### src/hw/dam_pkg.sv
// ----------------------------------------------------------------
// Address mapper constants and types
// ----------------------------------------------------------------
package dam_pkg;
  // Widths
  localparam int unsigned ADDR_W = 32; // Processor address
  localparam int unsigned MA_W = 13; // Memory address pins
  localparam int unsigned BA_W = 2; // Bank address pins
  localparam int unsigned CS_W = 2; // One select per side
  localparam int unsigned ORG_W = 4; // Organisation setting
  localparam int unsigned POS_W = 5; // Bit index width
  localparam int unsigned ROW_LO_W = 11; // Row bits 10..0
  localparam int unsigned COL_LO_W = 8; // Column bits 7..0

  // Fixed source positions in the processor address
  localparam int unsigned A_BS_HI = 23; // Bank select high
  localparam int unsigned A_BS_LO = 11; // Bank select low
  localparam int unsigned A_ROW_LO = 12; // Row bits 10..0 start
  localparam int unsigned A_R11 = 24; // Row bit 11
  localparam int unsigned A_R12 = 25; // Row bit 12
  localparam int unsigned A_COL_LO = 3; // Column bits 7..0 start

  // Memory address pin positions
  localparam int unsigned PIN_C8 = 8;
  localparam int unsigned PIN_C9 = 9;
  localparam int unsigned PIN_AP = 10; // Left free in column cycle
  localparam int unsigned PIN_C10 = 11; // Column bit 10 goes here
  localparam int unsigned PIN_R11 = 11;
  localparam int unsigned PIN_R12 = 12;

  // Select, reset and idle values
  localparam logic [CS_W-1:0] CS_IDLE = 2'h3;
  localparam logic [CS_W-1:0] CS_SIDE0 = 2'h2;
  localparam logic [CS_W-1:0] CS_SIDE1 = 2'h1;
  localparam logic [MA_W-1:0] MA_IDLE = 13'h0000;
  localparam logic [BA_W-1:0] BA_IDLE = 2'h0;

  // Four-bank organisations, capacity and width per device
  typedef enum logic [ORG_W-1:0] {
    ORG_64_X16, ORG_64_X8, ORG_64_X4,
    ORG_128_X16, ORG_128_X8, ORG_128_X4,
    ORG_256_X16, ORG_256_X8, ORG_256_X4,
    ORG_512_X16, ORG_512_X8
  } dam_org_t;
  localparam logic [ORG_W-1:0] ORG_NUM = 4'hB;

  // Column count above bit 7
  localparam logic [1:0] NCOL_0 = 2'h0;
  localparam logic [1:0] NCOL_1 = 2'h1;
  localparam logic [1:0] NCOL_2 = 2'h2;
  localparam logic [1:0] NCOL_3 = 2'h3;

  // One mapping: side, column 8/9/10 sources, column count, row 12
  typedef struct packed {
    logic [POS_W-1:0] side;
    logic [POS_W-1:0] c8;
    logic [POS_W-1:0] c9;
    logic [POS_W-1:0] c10;
    logic [1:0] ncol;
    logic r12;
  } dam_map_t;

  localparam dam_map_t MAP_TBL [0:10] = '{
    '{5'h19, 5'h00, 5'h00, 5'h00, 2'h0, 1'b0},
    '{5'h1A, 5'h19, 5'h00, 5'h00, 2'h1, 1'b0},
    '{5'h1B, 5'h19, 5'h1A, 5'h00, 2'h2, 1'b0},
    '{5'h1A, 5'h19, 5'h00, 5'h00, 2'h1, 1'b1},
    '{5'h1B, 5'h19, 5'h1A, 5'h00, 2'h2, 1'b1},
    '{5'h1C, 5'h19, 5'h1A, 5'h1B, 2'h3, 1'b1},
    '{5'h1B, 5'h1A, 5'h00, 5'h00, 2'h1, 1'b1},
    '{5'h1C, 5'h1A, 5'h1B, 5'h00, 2'h2, 1'b1},
    '{5'h1D, 5'h1A, 5'h1B, 5'h1C, 2'h3, 1'b1},
    '{5'h1C, 5'h1B, 5'h00, 5'h00, 2'h1, 1'b1},
    '{5'h1D, 5'h1B, 5'h1C, 5'h00, 2'h2, 1'b1}
  };
endpackage : dam_pkg

### src/hw/dam_map_if.sv
`timescale 1ns/1ns
// ----------------------------------------------------------------
// Decoder hand-off between mapper and address splitter
// ----------------------------------------------------------------
interface dam_map_if;
  logic [dam_pkg::ADDR_W-1:0] addr; // Processor address
  logic [dam_pkg::ORG_W-1:0] org; // Organisation setting
  logic org_ok; // Setting is a supported one
  logic side; // Side select bit
  logic [dam_pkg::BA_W-1:0] bank; // Bank select pair
  logic [dam_pkg::MA_W-1:0] row_pins; // Row image on pins
  logic [dam_pkg::MA_W-1:0] col_pins; // Column image on pins

  modport dec (input addr, input org, output org_ok, output side,
    output bank, output row_pins, output col_pins);
  modport user (output addr, output org, input org_ok, input side,
    input bank, input row_pins, input col_pins);
endinterface : dam_map_if

### src/hw/dam_addr_split.sv
`timescale 1ns/1ns
// ----------------------------------------------------------------
// Address splitter: processor address to side, bank, row, column
// ----------------------------------------------------------------
module dam_addr_split (
  // Decoder hand-off
  dam_map_if.dec m
);
  dam_pkg::dam_map_t ent; // Selected mapping entry

  // ----------------------------------------------------------------
  // Mapping lookup
  // ----------------------------------------------------------------
  // Pick the entry; unsupported settings fall back to entry zero
  always_comb begin
    m.org_ok = (m.org < dam_pkg::ORG_NUM);
    if (m.org_ok) begin
      ent = dam_pkg::MAP_TBL[m.org];
    end else begin
      ent = dam_pkg::MAP_TBL[0];
    end
  end

  // ----------------------------------------------------------------
  // Field extraction
  // ----------------------------------------------------------------
  // Build side, bank, row and column pin images; unused pins stay low
  always_comb begin
    m.side = m.addr[ent.side];
    m.bank = {m.addr[dam_pkg::A_BS_HI], m.addr[dam_pkg::A_BS_LO]};
    m.row_pins = dam_pkg::MA_IDLE;
    m.row_pins[dam_pkg::ROW_LO_W-1:0] =
      m.addr[dam_pkg::A_ROW_LO +: dam_pkg::ROW_LO_W];
    m.row_pins[dam_pkg::PIN_R11] = m.addr[dam_pkg::A_R11];
    // Row bit 12 only on 128 Mbit and larger
    m.row_pins[dam_pkg::PIN_R12] = ent.r12 & m.addr[dam_pkg::A_R12];
    m.col_pins = dam_pkg::MA_IDLE;
    m.col_pins[dam_pkg::COL_LO_W-1:0] =
      m.addr[dam_pkg::A_COL_LO +: dam_pkg::COL_LO_W];
    // Upper column bits by count; x4 parts of 128 Mbit and larger use all three
    if (ent.ncol >= dam_pkg::NCOL_1) begin
      m.col_pins[dam_pkg::PIN_C8] = m.addr[ent.c8];
    end
    if (ent.ncol >= dam_pkg::NCOL_2) begin
      m.col_pins[dam_pkg::PIN_C9] = m.addr[ent.c9];
    end
    if (ent.ncol == dam_pkg::NCOL_3) begin
      // Column bit 10 rides on pin 11, pin 10 stays low
      m.col_pins[dam_pkg::PIN_C10] = m.addr[ent.c10];
    end
  end
endmodule : dam_addr_split

### src/hw/dam_addr_mapper.sv
`timescale 1ns/1ns
// Functional notes
// - fixed bank, row and low column sources
// - 4Mx16: side A25, no column 8+, no row12
// - 8Mx8: side A26, column 8 A25
// - 16Mx4: side A27, columns 9,8 A26,A25
// - 8Mx16: side A26, column 8 A25, row12 A25
// - 16Mx8: side A27, columns 9,8, row12 A25
// - 32Mx4: side A28, columns 10..8 A27..A25
// - 16Mx16: side A27, column 8 A26
// - 32Mx8: side A28, columns 9,8 A27,A26
// - 64Mx4: side A29, columns 10..8 A28..A26
// - 32Mx16: side A28, column 8 A27
// - 64Mx8: side A29, columns 9,8 A28,A27
// - column bit 10 on pin 11
// - side bit drives matching low select
// - only eleven four-bank organisations supported
// - thirteen address pins, separate two bank pins
// - row with row strobe, then column strobe
module dam_addr_mapper (
  // Clock and reset
  input wire logic mclk_i,
  input wire logic rstn_i,
  // Configuration
  input wire logic [dam_pkg::ORG_W-1:0] cfg_org_i,
  output logic cfg_err_o,
  // Processor request
  input wire logic req_valid_i,
  input wire logic req_write_i,
  input wire logic [dam_pkg::ADDR_W-1:0] req_addr_i,
  output logic req_ready_o,
  // SDRAM command and address pins
  output logic [dam_pkg::MA_W-1:0] mem_addr_o,
  output logic [dam_pkg::BA_W-1:0] mem_bank_o,
  output logic [dam_pkg::CS_W-1:0] mem_cs_n_o,
  output logic mem_ras_n_o,
  output logic mem_cas_n_o,
  output logic mem_we_n_o
);
  // ----------------------------------------------------------------
  // Declarations
  // ----------------------------------------------------------------
  typedef enum logic [1:0] {ST_IDLE, ST_ROW, ST_COL} dam_state_t;

  dam_state_t state_r; // Command sequence state
  logic take; // Request accepted this cycle
  logic [dam_pkg::MA_W-1:0] col_r; // Column image held for CAS
  logic wr_r; // Write flag held for CAS
  logic [dam_pkg::ADDR_W-1:0] cap_addr_r; // Captured address
  logic [dam_pkg::ORG_W-1:0] cap_org_r; // Captured setting
  dam_map_if map (); // Splitter hand-off

  // ----------------------------------------------------------------
  // Address splitter
  // ----------------------------------------------------------------
  assign map.addr = req_addr_i;
  assign map.org = cfg_org_i;

  dam_addr_split u_split (
    .m(map)
  );

  // Accept only when idle and the setting is supported
  assign req_ready_o = (state_r == ST_IDLE) && map.org_ok;
  assign take = req_valid_i && req_ready_o;

  // ----------------------------------------------------------------
  // Sequencer
  // ----------------------------------------------------------------
  // Idle, row cycle, column cycle, back to idle
  always_ff @(posedge mclk_i or negedge rstn_i) begin
    if (!rstn_i) begin
      state_r <= ST_IDLE;
    end else begin
      case (state_r)
        ST_IDLE: begin
          if (take) begin
            state_r <= ST_ROW;
          end
        end
        ST_ROW: begin
          state_r <= ST_COL;
        end
        ST_COL: begin
          state_r <= ST_IDLE;
        end
        default: begin
          state_r <= ST_IDLE;
        end
      endcase
    end
  end

  // ----------------------------------------------------------------
  // Request capture
  // ----------------------------------------------------------------
  // Hold column, write flag and source address for the whole command
  always_ff @(posedge mclk_i or negedge rstn_i) begin
    if (!rstn_i) begin
      col_r <= dam_pkg::MA_IDLE;
      wr_r <= 1'b0;
      cap_addr_r <= '0;
      cap_org_r <= '0;
    end else if (take) begin
      col_r <= map.col_pins;
      wr_r <= req_write_i;
      cap_addr_r <= req_addr_i;
      cap_org_r <= cfg_org_i;
    end
  end

  // ----------------------------------------------------------------
  // Pin drivers
  // ----------------------------------------------------------------
  // Address pins: row on accept, column next, low when idle
  always_ff @(posedge mclk_i or negedge rstn_i) begin
    if (!rstn_i) begin
      mem_addr_o <= dam_pkg::MA_IDLE;
    end else if (take) begin
      mem_addr_o <= map.row_pins;
    end else if (state_r == ST_ROW) begin
      mem_addr_o <= col_r;
    end else begin
      mem_addr_o <= dam_pkg::MA_IDLE;
    end
  end

  // Bank and side select held for both command cycles
  always_ff @(posedge mclk_i or negedge rstn_i) begin
    if (!rstn_i) begin
      mem_bank_o <= dam_pkg::BA_IDLE;
      mem_cs_n_o <= dam_pkg::CS_IDLE;
    end else if (take) begin
      mem_bank_o <= map.bank;
      mem_cs_n_o <= map.side ? dam_pkg::CS_SIDE1 : dam_pkg::CS_SIDE0;
    end else if (state_r == ST_COL) begin
      mem_bank_o <= dam_pkg::BA_IDLE;
      mem_cs_n_o <= dam_pkg::CS_IDLE;
    end
  end

  // Strobes: row strobe on row cycle, column strobe on column cycle
  always_ff @(posedge mclk_i or negedge rstn_i) begin
    if (!rstn_i) begin
      mem_ras_n_o <= 1'b1;
      mem_cas_n_o <= 1'b1;
      mem_we_n_o <= 1'b1;
    end else begin
      mem_ras_n_o <= !take;
      mem_cas_n_o <= (state_r != ST_ROW);
      mem_we_n_o <= !((state_r == ST_ROW) && wr_r);
    end
  end

  // Flag for an unsupported setting
  always_ff @(posedge mclk_i or negedge rstn_i) begin
    if (!rstn_i) begin
      cfg_err_o <= 1'b0;
    end else begin
      cfg_err_o <= !map.org_ok;
    end
  end

  // ----------------------------------------------------------------
  // Assertions
  // ----------------------------------------------------------------
  property p_bank_src;
    @(posedge mclk_i) disable iff (!rstn_i)
    !mem_ras_n_o |-> mem_bank_o ==
      {cap_addr_r[dam_pkg::A_BS_HI], cap_addr_r[dam_pkg::A_BS_LO]};
  endproperty
  a_bank_src: assert property (p_bank_src) else $error("bank bits wrong");

  property p_row_src;
    @(posedge mclk_i) disable iff (!rstn_i)
    !mem_ras_n_o |-> mem_addr_o[dam_pkg::ROW_LO_W-1:0] ==
      cap_addr_r[dam_pkg::A_ROW_LO +: dam_pkg::ROW_LO_W]
      && mem_addr_o[dam_pkg::PIN_R11] == cap_addr_r[dam_pkg::A_R11];
  endproperty
  a_row_src: assert property (p_row_src) else $error("row bits wrong");

  property p_col_lo;
    @(posedge mclk_i) disable iff (!rstn_i)
    !mem_cas_n_o |-> mem_addr_o[dam_pkg::COL_LO_W-1:0] ==
      cap_addr_r[dam_pkg::A_COL_LO +: dam_pkg::COL_LO_W];
  endproperty
  a_col_lo: assert property (p_col_lo) else $error("low column wrong");

  property p_pin10_free;
    @(posedge mclk_i) disable iff (!rstn_i)
    !mem_cas_n_o |-> !mem_addr_o[dam_pkg::PIN_AP];
  endproperty
  a_pin10_free: assert property (p_pin10_free) else $error("pin 10 driven");

  property p_x16_64;
    @(posedge mclk_i) disable iff (!rstn_i)
    (!mem_ras_n_o && cap_org_r == dam_pkg::ORG_64_X16) |->
      !mem_addr_o[dam_pkg::PIN_R12] ##1
      (mem_addr_o[dam_pkg::MA_W-1:dam_pkg::PIN_C8] == '0);
  endproperty
  a_x16_64: assert property (p_x16_64) else $error("4Mx16 extra bits");

  property p_side_sel;
    @(posedge mclk_i) disable iff (!rstn_i)
    (!mem_ras_n_o && cap_org_r == dam_pkg::ORG_256_X4) |->
      mem_cs_n_o == (cap_addr_r[29] ? dam_pkg::CS_SIDE1 : dam_pkg::CS_SIDE0);
  endproperty
  a_side_sel: assert property (p_side_sel) else $error("side select wrong");

  property p_x4_128;
    @(posedge mclk_i) disable iff (!rstn_i)
    (!mem_cas_n_o && cap_org_r == dam_pkg::ORG_128_X4) |->
      mem_addr_o[dam_pkg::PIN_C10] == cap_addr_r[27]
      && mem_addr_o[dam_pkg::PIN_C9:dam_pkg::PIN_C8] == cap_addr_r[26:25];
  endproperty
  a_x4_128: assert property (p_x4_128) else $error("32Mx4 column wrong");

  property p_ras_cas;
    @(posedge mclk_i) disable iff (!rstn_i)
    $fell(mem_ras_n_o) |=> !mem_cas_n_o && mem_ras_n_o
      && $stable(mem_cs_n_o) ##1 mem_cas_n_o;
  endproperty
  a_ras_cas: assert property (p_ras_cas) else $error("strobe order wrong");

  property p_take_ras;
    @(posedge mclk_i) disable iff (!rstn_i)
    (req_valid_i && req_ready_o) |=> (!mem_ras_n_o && !req_ready_o)
      ##1 (mem_ras_n_o && !req_ready_o);
  endproperty
  a_take_ras: assert property (p_take_ras) else $error("no row cycle");
endmodule : dam_addr_mapper

### config.mk
export PLATFORM = sky130hd
export DESIGN_NAME = dam_addr_mapper
export DESIGN_NICKNAME = d
export VERILOG_FILES = /design/src/hw/dam_pkg.sv /design/src/hw/dam_map_if.sv /design/src/hw/dam_addr_split.sv /design/src/hw/dam_addr_mapper.sv
export SDC_FILE = /design/constraint.sdc
export NUM_CORES = 1
export LEC_CHECK = 0
export BUFFER_PORTS_ARGS = -buffer_cell sky130_fd_sc_hd__buf_2
export CORE_AREA = 2 2 97 52
export DETAILED_ROUTE_END_ITERATION = 10
export DIE_AREA = 0 0 99 54
export PLACE_DENSITY = 0.77
export SYNTH_ARGS = -nofsm -noshare
export SYNTH_HDL_FRONTEND = slang
export SYNTH_SLANG_ARGS = --single-unit
### constraint.sdc
create_clock -name mclk_i -period 1.6 [get_ports mclk_i]
set_input_delay 0.32 -clock mclk_i [delete_from_list [all_inputs] [get_ports mclk_i]]
set_output_delay 0.32 -clock mclk_i [all_outputs]
set_load 0.01 [all_outputs]
* After elaboration in Yosys (flattened, before gate mapping)
Memory sizes are Yosys's and may differ from the RTL's.
Cells that the tools add are included.
Widths: inputs -> output; s select.
** Storage, ports and cells
- Bits in registers :: 35
- Bits in latches :: 0
- Bits in writable memories :: 0
- Bits in read-only memories :: 368
- Input bits :: 40
- Output and inout bits :: 22
- Word-level logic and storage cells :: 57
- Memories :: 1
** Cells by class
- Add/sub/neg operators :: 0
- Multiply operators :: 0
- Divide/modulo/power cells :: 0
- Magnitude comparators :: 8
- Equality and inequality tests :: 5
- Shift operators :: 0
- Mux-type cells :: 23
- Bitwise operators :: 2
- Reduce and logical (&&, ||, !) cells :: 8
** Memories
- (no name shown) :: words 16, width 23, read ports 1, clocked after Yosys merged registers in 0, wr ports 0, line dam_addr_split.sv:18 : ent = dam_pkg::MAP_TBL[m.org];
** Operators with widths (number)
- $mux 23 :: 3
- $lt 5x6->1 const B :: 4
- $bmux 1 s5 :: 4
- $mux 13 :: 1
- $mux 12 :: 1
- $mux 2 :: 6
- $mux 1 :: 7
- $ge 5x5->1 const B :: 1
- $not 4->5 :: 1
- $eq 2x2->1 const B :: 2
- $lt 4x4->1 const B :: 1
- $pmux 2 s2 :: 1
- $logic_and 1x1->1 :: 3
- $logic_not 1->1 :: 3
- $eq 2x1->1 const B :: 1
- $ge 2x1->1 const B :: 1
- $ge 2x2->1 const B :: 1
- $logic_not 2->1 :: 1
- $ne 2x1->1 const B :: 1
- $ne 2x2->1 const B :: 1
- $reduce_bool 2->1 :: 1
- $and 1x1->1 :: 1

* Longest topological paths before layout
- Depth after elaboration :: 9
- Mapped depth :: 11
- Gate-level depth less buffers :: 7

* Cells and area by module
From an unflattened synthesis, not the netlist that was laid out.
** Unflattened totals
- Cell total of the unflattened synthesis :: 249
- Area, all modules :: 2426.1 um^2
** Modules (own cells, without submodules)
- dam_addr_mapper :: instances 1, cells an instance 122, area an instance 1527.7 um^2, sequential area each 932.1 um^2
- dam_addr_split :: instances 1, cells an instance 127, area an instance 898.4 um^2, sequential area each 0.0 um^2

* Worst setup path after synthesis
No wires, ideal clock.
- Path type :: input port to flip-flop
- Start :: input port cfg_org_i[0] in the netlist's numbering
- End :: register mem_cs_n_o[1] in the netlist's numbering
- Library setup time :: 83 ps
- Data arrival time :: 2086 ps
- Required time :: 1517 ps
- Setup slack :: -569 ps
- Stages :: 9
- Cells stage by stage :: ha_1 -> buf_2 -> or2_4 -> and2_1 -> buf_2 -> nor4b_4 -> inv_2 -> a41o_1 -> o32a_1
** Between the ends
- Cells in the longest elaborated chain, start to end :: 9
- Elaborated cells on any way between the ends :: 13
** RTL lines
- start, declared :: line dam_addr_mapper.sv:25 : input wire logic [dam_pkg::ORG_W-1:0] cfg_org_i,
- $not 4->5 (not written as such) :: line dam_addr_split.sv:18
- $mem_v2 16x23
- $mux 23 (not written as such) (2 in a row) :: line dam_addr_split.sv:18
- $mux 23 :: line dam_addr_split.sv:17 : if (m.org_ok) begin
- $bmux 1 s5 :: line dam_addr_split.sv:29 : m.side = m.addr[ent.side];
- $mux 1 (not written as such) :: line dam_addr_split.sv:29
- $mux 2 :: line dam_addr_mapper.sv:135 : mem_cs_n_o <= map.side ? dam_pkg::CS_SIDE1 : dam_pkg::CS_SIDE0;
- $mux 2 :: line dam_addr_mapper.sv:133 : end else if (take) begin
- end signal, assigned :: line dam_addr_mapper.sv:132 : mem_cs_n_o <= dam_pkg::CS_IDLE;
- end signal, assigned :: line dam_addr_mapper.sv:135
- end signal, assigned :: line dam_addr_mapper.sv:138 : mem_cs_n_o <= dam_pkg::CS_IDLE;
- end, declared :: line dam_addr_mapper.sv:35 : output logic [dam_pkg::CS_W-1:0] mem_cs_n_o,
Parallel ways exist; a longest one is shown, timed or not. The select of a mux whose other input is x is not followed.
A chain may end at the register's enable or synchronous reset.

* Worst setup path after layout
- Start :: input port cfg_org_i[0] in the netlist's numbering
- End :: register col_r[9] in the netlist's numbering
** Between the ends
- Cells in the longest elaborated chain, start to end :: 8
- Elaborated cells on any way between the ends :: 12
** RTL lines
- $not 4->5 (not written as such) :: line dam_addr_split.sv:18
- $mem_v2 16x23
- $mux 23 (not written as such) (2 in a row) :: line dam_addr_split.sv:18
- $mux 23 :: line dam_addr_split.sv:17
- $bmux 1 s5 :: line dam_addr_split.sv:45 : m.col_pins[dam_pkg::PIN_C9] = m.addr[ent.c9];
- $mux 1 (not written as such) :: line dam_addr_split.sv:45
- $mux 1 :: line dam_addr_split.sv:44 : if (ent.ncol >= dam_pkg::NCOL_2) begin
- end signal, assigned :: line dam_addr_mapper.sv:100 : col_r <= dam_pkg::MA_IDLE;
- end signal, assigned :: line dam_addr_mapper.sv:105 : col_r <= map.col_pins;
- end, declared :: line dam_addr_mapper.sv:47 : logic [dam_pkg::MA_W-1:0] col_r;
Parallel ways exist; a longest one is shown, timed or not. The select of a mux whose other input is x is not followed.

==> key figures <==
Routing
  • Detailed-route wire length: about 6600 µm
  • Per-cell routed wire length: 17.5 µm
  • Initial DRT Pass Iterations: 5
  • Vias: roughly 2100
  • Highest layer used for signal routing: met4
  • Met1 routed wirelength after detailed routing: 3240 µm
  • Number of design-rule violations left by the first detailed-router iteration: 201
  • Final antenna-violating net count: 0
  • WL met3: 616 µm
  • Amount of wire on met2 after detailed routing: between 2000 and 3000 µm
  • Number of vias per cell: between 5 and 6
  • Post-route DRC violation count: 0

Global routing
  • Antenna violations before repair: 0
  • Pin count of the biggest net entering global routing: 36
  • Vias in the first global route: around 1800
  • GRT Resource Usage Total: between 20% and 30%
  • First-pass GRT wire length: 9370 µm
  • Remaining global-route overflow: 0

Worst setup path
  • Startpoint of the most critical setup path: cfg_org_i[0]
  • Reg2Reg Launch Point: state_r[1]$_DFFE_PN0P_
  • Worst Reg2Reg Path Length in Cells: 5
  • Arrival time of the worst setup path: approximately 2100 ps
  • Setup CP Type: in2reg
  • CP required: 1830 ps
  • Endpoint kind of the worst setup timing path: register
  • Element type at the critical path start: primary input
  • Setup slack on the worst flop-to-flop path: between 100 and 150 ps
  • Cells along the critical path: buf_8, buf_6, ha_4, buf_4, buf_4, o21ba_2, a2111oi_0, o311a_1, a32o_1
  • Endpoint of the most critical setup path: col_r[9]$_DFFE_PN0P_
  • Peak fanout along the critical path: 5
  • Biggest cell delay along the critical path: ~530 ps
  • Slowest-stage cell, CP: sky130_fd_sc_hd__a2111oi_0
  • Most common cell on crit path: sky130_fd_sc_hd__buf_4
  • Reg2reg end: col_r[9]$_DFFE_PN0P_

Floorplan
  • # rows: 18
  • Initial core utilization: a little over two fifths
  • Count of pins on the block boundary: 62
  • Horizontal die dimension: about 99 µm
  • Core area: between 4000 and 5000 µm²
  • Die area: 5350 µm²
  • Die H: ~54 µm

Clock tree
  • CTS tree: built
  • Clock network latency to the later pin of the worst-skew pair: ~290 ps
  • Total clock buffers created by CTS: 5
  • Clock sinks: 35
  • Clock slew at the register clock pins of the worst setup and hold paths: about 80 ps
  • CTS max path bufs: 2
  • Number of H-tree levels: 2
  • Root Buffer Master: sky130_fd_sc_hd__clkbuf_8
  • Number of hold buffers added after cts: 0

Cells and area
  • Final antenna diode count: 0
  • Area of the multi-input gates: 1190 µm²
  • Reg area: around 880 µm²
  • Post-layout net count: approximately 370
  • Area growth syn-to-layout: 56.7%
  • Area of all placed cells without fillers: slightly above 3000 µm²
  • Ratio of cells with drive above 1 in the final layout: ~53%
  • Number of fillers in the final layout: 353
  • Final Core Density: around two thirds

Timing
  • Least-Margin Pin Slew: 582 ps
  • Final-report hold violation count: 0
  • Setup repair after global routing missed its margin: yes
  • Headroom to the max-slew limit: around three fifths
  • Maximum clock rate: about 0.53 GHz
  • Min setup slack post-route: -291 ps
  • Final critical path time including I/O delays and setup: 1890 ps
  • Clock skew after layout: ~4.5 ps
  • Number of max-slew violations in the final report: 0
  • Tightest hold margin: 50.1 ps
  • Final cycle utilization of the critical path: 118%
  • Final setup violating endpoints: 27

Yosys
  • Number of enable-type register cells in the synthesized netlist: 0
  • Share of flip-flops with an asynchronous set or reset: 100%
  • Yosys warning count: 0
  • Most used flip-flop cell after synthesis: sky130_fd_sc_hd__dfrtp_1
  • Part of the Yosys area used for sequential elements: 44.3%
  • Cell with the most instances after synthesis: sky130_fd_sc_hd__nand2_1
  • Post-synthesis cell type count: 55
  • Post-synthesis area per instance: slightly below 10 µm²
  • Synthesized instance count: 207
  • Most common library cells after synthesis: sky130_fd_sc_hd__nand2_1, sky130_fd_sc_hd__dfrtp_1, sky130_fd_sc_hd__a22o_1
  • Leading cell types by total area after synthesis: sky130_fd_sc_hd__dfrtp_1, sky130_fd_sc_hd__nand2_1, sky130_fd_sc_hd__a22o_1
  • Post-synth top area share: 37.7%
  • Post-synthesis cell type with the largest combined area: sky130_fd_sc_hd__dfrtp_1
  • Synthesized flop and latch total: 35
  • Combined area of all synthesized cells: between 1500 and 2000 µm²
  • Synthesized netlist net count: about 250

Placement
  • Detail Placement HPWL: between 4000 and 5000 µm
  • Number of I/O port buffers: 61
  • Area post-placement: ~2700 µm²
  • Pre-CTS setup slack: -650 ps
  • Gpl congestion: approximately 0.90

Outcome
  • Result of the run: finished with violations
  • Violated checks: negative setup slack

Pwr
  • Power density over the cells: about 890 nW/µm²
  • Total Power: 2.77 mW
  • Worst IR Drop VDD: between 0.0006 and 0.0007 V
  • Leakage power total: ~1.5 nW

Min path
  • Hold crit path type: in2async

Run
  • Max-cap check violation count: 0
-- layout make-up --
type	count	area share (%)
Sequential cell	35	28.3
Tap cell	60	2.41
Timing Repair Buffer	119	26.9
Clock buffer	5	2.21
Inverter	5	0.762
Clock inverter	3	1.40
Multi-Input combinational cell	153	38.1
-- registers in the layout, indices dropped and copies added (netlist names) --
signal / flops
mem_bank_o: 2
mem_addr_o: 13
mem_cs_n_o: 2
mem_we_n_o: 1
mem_cas_n_o: 1
wr_r: 1
cfg_err_o: 1
mem_ras_n_o: 1
state_r: 2
col_r: 11
-- critical path, delay by kind of cell --
kind	cells	cell delay [ps]
AOI/OAI and AO/OA	4	1140
buffers and inverters	4	500
adders and majority gates	1	160
-- placed cells by master (no fill, tap or decap), types with 2 or more instances in the layout --
master / instances
sky130_fd_sc_hd__nand3_2: 2
sky130_fd_sc_hd__nor3_2: 2
sky130_fd_sc_hd__a21oi_1: 4
sky130_fd_sc_hd__inv_1: 2
sky130_fd_sc_hd__ha_1: 3
sky130_fd_sc_hd__dfrtp_1: 30
sky130_fd_sc_hd__buf_4: 46
sky130_fd_sc_hd__a22oi_1: 2
sky130_fd_sc_hd__nand4_1: 2
sky130_fd_sc_hd__clkbuf_16: 2
sky130_fd_sc_hd__nor2_1: 5
sky130_fd_sc_hd__and2_4: 2
sky130_fd_sc_hd__and2_1: 2
sky130_fd_sc_hd__o21ai_0: 4
sky130_fd_sc_hd__nor2b_1: 4
sky130_fd_sc_hd__or2_4: 2
sky130_fd_sc_hd__nor4b_2: 2
sky130_fd_sc_hd__clkbuf_8: 5
sky130_fd_sc_hd__a22o_1: 15
sky130_fd_sc_hd__o21ai_1: 2
sky130_fd_sc_hd__inv_4: 2
sky130_fd_sc_hd__nand2_2: 9
sky130_fd_sc_hd__o31a_1: 2
sky130_fd_sc_hd__mux2i_1: 4
sky130_fd_sc_hd__buf_2: 59
sky130_fd_sc_hd__a2111oi_0: 2
sky130_fd_sc_hd__a32o_1: 2
sky130_fd_sc_hd__nand2b_1: 6
sky130_fd_sc_hd__dfstp_2: 5
sky130_fd_sc_hd__nor3b_1: 2
sky130_fd_sc_hd__nand2_1: 34
sky130_fd_sc_hd__buf_6: 10
sky130_fd_sc_hd__ha_4: 4
-- metal layers --
metal  up-vias  GRT usage [%]
li1        978              -
met1       988           35.7
met2       109           33.1
met3        13           5.84
met4         0           3.42
met5         -              0
-- where the power goes --
group          switching (mW)  leakage, nW  internal [mW]
sequential             0.0717        0.441           1.04
combinational           0.423         1.05          0.431
clock                   0.340       0.0581          0.464
total                   0.834         1.55           1.94
-- worst min path at each step --
stage,endpoint,cells after the start
final,mem_addr_o[6]$_DFF_PN0_,2
after global placement,mem_addr_o[7]$_DFF_PN0_,2
after floorplan,cfg_err_o$_DFF_PN0_,0
after CTS,mem_addr_o[7]$_DFF_PN0_,2
after global routing,mem_addr_o[7]$_DFF_PN0_,2
after detailed placement,mem_addr_o[7]$_DFF_PN0_,2
-- through the flow --
step / TNS [ps] / cells
floorplan: -11540 / 207
global placement: -12250 / 360
detailed placement: -13910 / 360
CTS: -660 / 374
global route: -5090 / 380
finish: -2800 / 380
-- cells by family after synthesis --
kind of cell / synth area share, %
DFF: 44.3
buffers and inverters: 4.02
adders and majority gates: 4.40
muxes: 2.01
and+or+nand+nor: 22.1
AOI/OAI and AO/OA: 23.2
-- what timing repair did --
action / in CTS / in global routing
setup buffers: 6 / 3
gates resized for setup: 35 / 18
cloned: 0 / 3
setup endpoints to repair: 30 / 29
pin swaps: 15 / 27
(Power assumes the default switching activity.)
